## src/frt_defs.svh

```systemverilog
// Purpose: Constants of the free running timer counter core.
// Assumes: One CPU clock domain, synchronous active-low reset.
// Notes: Included by the package and by every design file of the timer.
`ifndef FRT_DEFS_SVH
`define FRT_DEFS_SVH
`define FRT_CNT_W 16
`define FRT_CNT_RESET 16'hfffc
`define FRT_CNT_MAX 16'hffff
`define FRT_PRE_W 3
`define FRT_CC_DIV2 2'h0
`define FRT_CC_DIV4 2'h1
`define FRT_CC_DIV8 2'h2
`define FRT_CC_EXT 2'h3
`define FRT_EDGE_FALL 1'h0
`define FRT_EDGE_RISE 1'h1
`endif

```

## src/frt_pkg.sv

```systemverilog
// Purpose: Types shared by the free running timer counter files.
// Assumes: frt_defs.svh supplies the widths.
// Notes: Byte access strobes travel together as one struct.
`include "frt_defs.svh"
package frt_pkg;
	typedef struct packed {
		logic rd_high;
		logic rd_low;
		logic wr_low;
		logic alt_rd_high;
		logic alt_rd_low;
		logic alt_wr_low;
		logic rd_status;
	} frt_access_type;
	typedef enum logic [1:0] {
		FRT_SEQ_IDLE = 2'b01,
		FRT_SEQ_HELD = 2'b10
	} frt_seq_type;
endpackage

```

## src/frt_counter.sv

```systemverilog
// Purpose: Free running 16-bit counter with buffered byte reads and overflow flag.
// Assumes: Access strobes are one-cycle pulses from the CPU side on clk.
// Notes: Read data appear the cycle after the read strobe.
`include "frt_defs.svh"
module frt_counter
	import frt_pkg::*;
(
	// Clock and reset
	input wire logic clk,
	input wire logic rst_b,
	// CPU access
	input frt_access_type access,
	// Configuration
	input wire logic [1:0] clock_select_bits,
	input wire logic ext_edge_select,
	input wire logic overflow_irq_enable,
	input wire logic cpu_irq_mask,
	input wire logic halt_mode,
	// External clock pin
	input wire logic ext_clock_pin,
	input wire logic ext_clock_bonded,
	// Read data and status
	output logic [7:0] count_high_byte,
	output logic [7:0] count_low_byte,
	output logic [7:0] alt_count_high_byte,
	output logic [7:0] alt_count_low_byte,
	output logic [`FRT_CNT_W-1:0] count_value,
	output logic overflow_flag,
	output logic timer_irq
);
	////////////////////////////////////////////////////////////////////////////////
	logic [`FRT_CNT_W-1:0] cnt_q;
	logic [`FRT_CNT_W-1:0] cnt_d;
	logic [7:0] low_buf_q;
	frt_seq_type seq_q;
	frt_seq_type seq_d;
	logic ovf_q;
	logic ovf_d;
	logic armed_q;
	logic armed_d;
	logic irq_q;
	logic [7:0] hi_q;
	logic [7:0] lo_q;
	logic [7:0] ahi_q;
	logic [7:0] alo_q;
	logic halt_meta_q;
	logic halt_q;
	logic pre_tick;
	logic ext_tick;
	logic use_ext;
	logic tick;
	logic wrap;
	logic any_hi_rd;
	logic any_lo_rd;
	logic lo_force;
	logic main_lo_acc;
	logic [7:0] lo_view;

	////////////////////////////////////////////////////////////////////////////////
	// Halt is a level from the power controller, so it is synchronised.
	always_ff @(posedge clk) begin
		if (!rst_b) begin
			halt_meta_q <= 1'b0;
			halt_q <= 1'b0;
		end else begin
			halt_meta_q <= halt_mode;
			halt_q <= halt_meta_q;
		end
	end

	frt_prescaler u_pre (
		.clk(clk),
		.rst_b(rst_b),
		.run(!halt_q),
		.sel(clock_select_bits),
		.tick(pre_tick)
	);

	frt_edge_sync u_ext (
		.clk(clk),
		.rst_b(rst_b),
		.pin(ext_clock_pin),
		.bonded(ext_clock_bonded),
		.rise_sel(ext_edge_select),
		.edge_pulse(ext_tick)
	);

	// Wait state has no input here, so counting goes on through it.
	assign use_ext = (clock_select_bits == `FRT_CC_EXT);
	assign tick = !halt_q && (use_ext ? ext_tick : pre_tick);
	assign wrap = tick && (cnt_q == `FRT_CNT_MAX);
	assign lo_force = access.wr_low | access.alt_wr_low;

	////////////////////////////////////////////////////////////////////////////////
	// Counter.
	assign cnt_d = lo_force ? `FRT_CNT_RESET : (tick ? cnt_q + 16'h0001 : cnt_q);

	always_ff @(posedge clk) begin
		if (!rst_b) begin
			cnt_q <= `FRT_CNT_RESET;
		end else begin
			cnt_q <= cnt_d;
		end
	end

	////////////////////////////////////////////////////////////////////////////////
	// Buffered 16-bit read, shared by both views.
	assign any_hi_rd = access.rd_high | access.alt_rd_high;
	assign any_lo_rd = access.rd_low | access.alt_rd_low;
	always_comb begin
		seq_d = seq_q;
		unique case (seq_q)
			FRT_SEQ_IDLE: begin
				if (any_hi_rd) begin
					seq_d = FRT_SEQ_HELD;
				end
			end
			FRT_SEQ_HELD: begin
				if (any_lo_rd) begin
					seq_d = FRT_SEQ_IDLE;
				end
			end
			default: begin
				seq_d = FRT_SEQ_IDLE;
			end
		endcase
	end
	assign lo_view = (seq_q == FRT_SEQ_HELD) ? low_buf_q : cnt_q[7:0];

	always_ff @(posedge clk) begin
		if (!rst_b) begin
			seq_q <= FRT_SEQ_IDLE;
			low_buf_q <= 8'h00;
		end else begin
			seq_q <= seq_d;
			if (any_hi_rd && seq_q == FRT_SEQ_IDLE) begin
				low_buf_q <= cnt_q[7:0];
			end
		end
	end

	// Both views take the same count; only the flag clearing differs.
	always_ff @(posedge clk) begin
		if (!rst_b) begin
			hi_q <= 8'h00;
			lo_q <= 8'h00;
			ahi_q <= 8'h00;
			alo_q <= 8'h00;
		end else begin
			if (access.rd_high) begin
				hi_q <= cnt_q[15:8];
			end
			if (access.rd_low) begin
				lo_q <= lo_view;
			end
			if (access.alt_rd_high) begin
				ahi_q <= cnt_q[15:8];
			end
			if (access.alt_rd_low) begin
				alo_q <= lo_view;
			end
		end
	end

	////////////////////////////////////////////////////////////////////////////////
	// Overflow flag with two-step clearing; a new wrap wins over the clear.
	assign main_lo_acc = access.rd_low | access.wr_low;
	assign armed_d = (access.rd_status && ovf_q) ? 1'b1 : ((main_lo_acc || !ovf_q) ? 1'b0 : armed_q);
	assign ovf_d = wrap ? 1'b1 : ((armed_q && main_lo_acc) ? 1'b0 : ovf_q);

	always_ff @(posedge clk) begin
		if (!rst_b) begin
			ovf_q <= 1'b0;
			armed_q <= 1'b0;
			irq_q <= 1'b0;
		end else begin
			ovf_q <= ovf_d;
			armed_q <= armed_d;
			irq_q <= ovf_d && overflow_irq_enable && !cpu_irq_mask;
		end
	end

	////////////////////////////////////////////////////////////////////////////////
	assign count_high_byte = hi_q;
	assign count_low_byte = lo_q;
	assign alt_count_high_byte = ahi_q;
	assign alt_count_low_byte = alo_q;
	assign count_value = cnt_q;
	assign overflow_flag = ovf_q;
	assign timer_irq = irq_q;
endmodule

```

## src/frt_edge_sync.sv

```systemverilog
// Purpose: Synchronise the external clock pin and flag the chosen edge.
// Assumes: Pin is asynchronous to clk.
// Notes: The first stage feeds only the second stage.
`include "frt_defs.svh"
module frt_edge_sync
	import frt_pkg::*;
(
	// Clock and reset
	input wire logic clk,
	input wire logic rst_b,
	// Pin and selection
	input wire logic pin,
	input wire logic bonded,
	input wire logic rise_sel,
	// Result
	output logic edge_pulse
);
	logic meta_q;
	logic sync_q;
	logic prev_q;
	logic pin_seen;
	assign pin_seen = pin | ~bonded;
	always_ff @(posedge clk) begin
		if (!rst_b) begin
			meta_q <= 1'b1;
			sync_q <= 1'b1;
			prev_q <= 1'b1;
		end else begin
			meta_q <= pin_seen;
			sync_q <= meta_q;
			prev_q <= sync_q;
		end
	end
	// Rising when the new sample is high after low, falling the other way.
	assign edge_pulse = (rise_sel == `FRT_EDGE_RISE) ? (sync_q & ~prev_q) : (~sync_q & prev_q);
endmodule

```

## src/frt_prescaler.sv

```systemverilog
// Purpose: Divide the CPU clock by 2, 4 or 8 into a one-cycle tick.
// Assumes: Runs on clk only.
// Notes: Stopped while halted so counting resumes in phase.
`include "frt_defs.svh"
module frt_prescaler
	import frt_pkg::*;
(
	// Clock and reset
	input wire logic clk,
	input wire logic rst_b,
	// Control
	input wire logic run,
	input wire logic [1:0] sel,
	// Result
	output logic tick
);
	logic [`FRT_PRE_W-1:0] div_q;
	logic [`FRT_PRE_W-1:0] div_d;
	logic [`FRT_PRE_W-1:0] mask;
	assign div_d = run ? div_q + 3'h1 : div_q;
	assign mask = (sel == `FRT_CC_DIV2) ? 3'h1 : (sel == `FRT_CC_DIV4) ? 3'h3 : 3'h7;
	assign tick = run && ((div_q & mask) == mask);
	always_ff @(posedge clk) begin
		if (!rst_b) begin
			div_q <= 3'h0;
		end else begin
			div_q <= div_d;
		end
	end
endmodule
```

## config.mk

```make
export PLATFORM = sky130hd
export DESIGN_NAME = frt_counter
export DESIGN_NICKNAME = d
export VERILOG_FILES = /design/src/frt_pkg.sv /design/src/frt_counter.sv /design/src/frt_edge_sync.sv /design/src/frt_prescaler.sv
export VERILOG_INCLUDE_DIRS = /design/src
export SDC_FILE = /design/constraint.sdc
export NUM_CORES = 1
export LEC_CHECK = 0
export ABC_CLOCK_PERIOD_IN_PS = 4470
export BUFFER_PORTS_ARGS = -buffer_cell sky130_fd_sc_hd__buf_4
export CORE_UTILIZATION = 50
export CTS_CLUSTER_SIZE = 40
export DETAILED_ROUTE_END_ITERATION = 8
export PLACE_DENSITY = 0.8
export SKIP_CTS_REPAIR_TIMING = 1
export SLEW_MARGIN = 0
export SYNTH_ARGS = -nofsm -noshare
export SYNTH_HDL_FRONTEND = slang
export SYNTH_SLANG_ARGS = --single-unit
```

## constraint.sdc

```tcl
create_clock -name clk -period 4.47 [get_ports clk]
set_input_delay 0.447 -clock clk [delete_from_list [all_inputs] [get_ports clk]]
set_output_delay 0.447 -clock clk [all_outputs]
set_load 0.005 [all_outputs]
```

==> results of run 1 <==
## flip-flops by register name, summed over array words and instances (netlist names)
signal               cells
count_value             16
alt_count_high_byte      8
alt_count_low_byte       8
count_high_byte          8
count_low_byte           8
low_buf_q                8
u_pre.div_q              3
seq_q                    2
armed_q                  1
halt_meta_q              1
halt_q                   1
overflow_flag            1
timer_irq                1
u_ext.meta_q             1
u_ext.prev_q             1
u_ext.sync_q             1
## cells in the mapped netlist, types with 3 or more instances
| cell type | n | area [um2] |
|---|---|---|
| dfxtp_1 | 69 | 1380 |
| and2_1 | 5 | 31.3 |
| nand3_1 | 12 | 60.1 |
| nand2_1 | 27 | 101 |
| a21oi_1 | 6 | 30.0 |
| buf_1 | 3 | 11.3 |
| o21ai_0 | 12 | 60.1 |
| or3_1 | 7 | 43.8 |
| mux2i_1 | 34 | 340 |
| nor3_1 | 4 | 20.0 |
| nor2b_1 | 26 | 163 |
| and3_1 | 4 | 25.0 |
| nand2b_1 | 6 | 37.5 |
| nor2_1 | 7 | 26.3 |
| inv_1 | 6 | 22.5 |
| o211a_1 | 16 | 160 |
| clkbuf_1 | 12 | 45.0 |
| nand4_1 | 4 | 25.0 |
| nand3b_1 | 5 | 37.5 |
## cell families after synthesis
kind of cell,after synthesis,synth area share
flip-flops,69,0.490
XOR/XNOR,3,0.00932
adder cells (fa/ha/maj),2,0.00888
buffers and inverters,23,0.0315
AO/OA/AOI/OAI,45,0.122
multiplexers,34,0.121
AND/OR/NAND/NOR,112,0.218
## report_power, final
group          switching, uW  internal (uW)  leakage (uW)
Sequential              18.1            648      0.000570
Combinational           55.8           72.0       0.00106
Clock                    215            212     0.0000833
## critical path, cell delays in order (launching register included)
cell	delay, ns
dfxtp_1	0.51
and4_1	0.25
and3_1	0.28
nand4_1	0.19
or4_1	0.45
nand3_1	0.09
## worst max-delay path by stage
stage,startpoint,end,slack (ns),depth (start not counted)
2_1_floorplan,ext_edge_select,count_value[14],2.68,5
3_5_place_dp,ext_edge_select,count_value[14],2.46,6
5_1_grt,halt_q,count_value[15],2.53,5
3_3_place_gp,ext_edge_select,count_value[14],2.50,6
4_1_cts,u_ext.sync_q,count_value[14],2.64,5
6_report,count_value[3],count_value[14],2.62,5
## layout make-up
class / instances / share of cell area
clock inverters: 2 / 0.00286
clock buffers: 13 / 0.0426
flip-flops and latches: 69 / 0.395
multi-input cells: 196 / 0.386
repair buffers: 66 / 0.142
well taps: 70 / 0.0251
inverters: 6 / 0.00644
## metal layers
metal	wire, um	up-vias	track usage
met5	0	-	0
met4	75	0	0.0792
met3	369	10	0.0821
met2	2850	66	0.358
met1	2680	1043	0.249
li1	-	1128	-
## per-stage QoR
| stage | setup slack, ns | total power [uW] | cells | hold WS, ns | utilization |
|---|---|---|---|---|---|
| 6_report | 2.62 | 1220 | 422 | 0.293 | 0.663 |
| 5_1_grt | 2.53 | 1280 | 422 | 0.282 | 0.663 |
| 4_1_cts | 2.64 | 1230 | 422 | 0.272 | 0.663 |
| 3_5_place_dp | 2.46 | 808 | 407 | 0.401 | 0.633 |
| 3_3_place_gp | 2.50 | 804 | 407 | 0.393 | 0.633 |
| 2_1_floorplan | 2.68 | 753 | 288 | 0.386 | - |
==> out/qor.txt, run 1 <==
Tcrit/Tclk final - 0.413
Setup CP Type - flop to flop
Worst Hold Class - primary input to flop
crit end category - flop
GRT overflow - 0
antenna viol nets, final - 0
initial antenna violation count - 0
Root Driver - clkbuf_8
synth warn - 0
Core Box Area - 5270 um2
max cap viols - 0
R2R Setup Slk - 2.62 ns
port buffer count - 66
R2R cell count - 5
post-synth cell types - 37
Multi-input gate area - 1350 um2
routed wire length - 5980 um
Crit path arrival time - 2.12 ns
Final Max Slew Viols - 0
Final setup viols - 0
share of cells above drive strength 1 - 0.236
first-pass GRT wire length - 9990 um
asr flop ratio synth - 0
commonest register cell after synthesis - dfxtp_1
H-tree lvl count - 3
hold path start - ext_clock_bonded
via count - 2,247
remaining routing DRC violations - 0
nature of the critical path startpoint - flop
row count - 26
Worst R2R End - count_value[14]
clk sinks - 69
Pre-antenna DRT Iters - 4
cell count after synthesis - 288
Least-Margin Pin Slew - 1.10 ns
commonest non-fill, non-tap cell in the layout - dfxtp_1
number of nets in the layout - 367
Cell Area, Placed - 3340 um2
antenna cells - 0
CTS tree - yes
Tmin final - 1.85 ns
Setup TNS Final - 0 ns
clock-pin slew on the worst setup and hold paths - 0.07 ns
FF+latch count, synth - 69
Overall Global Routing Usage - 0.215
status - finished clean
num ports - 67
syn nets - 307
Sequential cell area - 1380 um2
die width - 77.1 um
critical path required time - 4.75 ns
initial detailed-routing violation count - 96
crit-path max FO - 10
RSZ-0062 raised after global routing - false
Cell Pwr Density - 349 nW/um2
RePlAce Congestion - 0.770
filler instances - 444
slew margin rel. - 0.265
Syn Std Cell Area - 2820 um2
effective utilization at floorplan - 0.535
worst skew pair latency - 0.34 ns
Avg Vias per Cell - 5.32
Hold Crit Depth - 2
routed length per instance - 14.2 um
most frequent cells in the layout - dfxtp_1, buf_4, mux2i_1
Final Hold Vio Count - 0
Static Leak - 0.00171 uW
Area growth syn-to-layout - 24.0%
Inserted Clock Buffers - 9
Die H - 77.1 um
Hold Path End - u_ext.meta_q
vias in the first global route - 2,158
clock skew - 0.00819 ns
Post-synth EDFFs - 0
post-detail-place hpwl - 4020 um
Die Footprint - 5940 um2
worst-case clock buffer depth - 2
post-synthesis sequential area ratio - 0.490
largest net degree at the start of global routing - 55
worst reg2reg path startpoint - count_value[3]
worst vdd ir - 0.316 mV
Final Cell Area - 3490 um2
Max Clk Rate - 0.542 GHz
mean area per synthesized cell - 9.79 um2
No activity file was read; power rests on OpenSTA's default activity.
==> run 2, diff against run 1 <==
--- a/config.mk
+++ b/config.mk
@@ -6,9 +6,9 @@
 export SDC_FILE = /design/constraint.sdc
 export NUM_CORES = 1
 export LEC_CHECK = 0
-export ABC_CLOCK_PERIOD_IN_PS = 4470
+export ABC_CLOCK_PERIOD_IN_PS = 1690
 export BUFFER_PORTS_ARGS = -buffer_cell sky130_fd_sc_hd__buf_4
-export CORE_UTILIZATION = 50
+export CORE_UTILIZATION = 48
 export CTS_CLUSTER_SIZE = 40
 export DETAILED_ROUTE_END_ITERATION = 8
 export PLACE_DENSITY = 0.8
==> constraint.sdc (replaced) <==
create_clock -name clk -period 1.69 [get_ports clk]
set_input_delay 0.169 -clock clk [delete_from_list [all_inputs] [get_ports clk]]
set_output_delay 0.169 -clock clk [all_outputs]
set_load 0.005 [all_outputs]
==> out/qor.txt, run 2 (synthesized netlist as in run 1, its figures left out) <==
CTS tree - yes
Setup CP Type - flop to flop
Worst path max stage delay - 0.48 ns
H-tree lvl count - 3
port buffer count - 66
routed wire length - 6160 um
Max Clk Rate - 0.582 GHz
most frequent cells in the layout - buf_4, dfxtp_1, mux2i_1
Pre-antenna DRT Iters - 4
nature of the critical path startpoint - flop
initial detailed-routing violation count - 108
commonest non-fill, non-tap cell in the layout - buf_4
Final setup viols - 1
CP bufs+invs - 0
worst-case clock buffer depth - 2
worst vdd ir - 0.502 mV
Overall Global Routing Usage - 0.206
Inserted Clock Buffers - 9
RSZ-0062 raised after global routing - true
Core Box Area - 5570 um2
clock-pin slew on the worst setup and hold paths - 0.07 ns
Final Hold Vio Count - 0
row count - 27
crit-path max FO - 8
CP top delay family - simple AND/OR/NAND/NOR gates
vias in the first global route - 2,184
routed length per instance - 13.8 um
max cap viols - 0
initial antenna violation count - 0
Final Util - 0.663
status - finished, violations left
first-pass GRT wire length - 9860 um
largest net degree at the start of global routing - 52
Cell Pwr Density - 874 nW/um2
RePlAce Congestion - 0.752
GRT overflow - 0
Levels on crit path - 5
post-detail-place hpwl - 4340 um
Worst Hold Class - primary input to flop
Hold Crit Depth - 2
antenna cells - 0
Final Max Slew Viols - 0
clock skew - 0.00718 ns
Setup TNS Final - -0.0291 ns
Tmin final - 1.72 ns
R2R cell count - 5
filler instances - 444
antenna viol nets, final - 0
number of nets in the layout - 390
critical path required time - 1.98 ns
share of cells above drive strength 1 - 0.295
remaining routing DRC violations - 0
worst setup margin - -0.0291 ns
crit end category - flop
Least-Margin Pin Slew - 0.535 ns
Avg Vias per Cell - 5.17
Die Footprint - 6180 um2
slew margin rel. - 0.643
Tcrit/Tclk final - 1.02
max reg flops - 16
Die H - 78.6 um
Setup WS pre-CTS - -0.105 ns
Area growth syn-to-layout - 31.1%
via count - 2,315
Root Driver - clkbuf_8
cell chain of the critical path - or3b_4, a211oi_4, a21oi_4, or4_1, nand3_1
num ports - 67
clk sinks - 69
die width - 78.6 um
failing checks - negative setup slack
effective utilization at floorplan - 0.506
Static Leak - 0.00182 uW
slowest CP cell - or4_1
Crit path arrival time - 2.00 ns
worst skew pair latency - 0.34 ns
run 2: final timing paths:
path | startpoint | to | slack, ns
worst max register to register | u_ext.prev_q | count_value[14] | -0.03
worst min register to register | u_ext.meta_q | u_ext.sync_q | 0.44
worst min-delay path | ext_clock_bonded | u_ext.meta_q | 0.005
worst max-delay path | u_ext.prev_q | count_value[14] | -0.03
run 2: power by group:
| part | switching, uW | internal, uW |
|---|---|---|
| clock network | 590 | 522 |
| registers | 48.4 | 1710 |
| logic | 153 | 204 |
run 2: metal layers:
layer  vias to the layer above  track usage  routed length (um)
met1                      1069        0.243                2830
met3                         9       0.0698                 365
met5                         -            0                   0
li1                       1171            -                   -
met2                        66        0.348                2900
met4                         0       0.0704                  72
run 2: cell type report:
cell class	count	area, um2	area share
Inverter	6	22.5	0.00610
Timing Repair Buffer	89	668	0.181
Clock buffer	11	131	0.0356
Multi-Input combinational cell	196	1370	0.371
Tap cell	72	90.1	0.0244
Clock inverter	5	27.5	0.00745
Sequential cell	69	1380	0.374
run 2: through the flow:
stage                     total power, uW  cells  cell area, um2  hold WS, ns
after global routing                 3380    448            3690      0.00312
final                                3230    448            3690      0.00475
after detailed placement             2150    431            3500        0.362
after CTS                            3260    447            3660      -0.0105
after floorplan                      1990    288            2820        0.252
after global placement               2140    431            3500        0.362
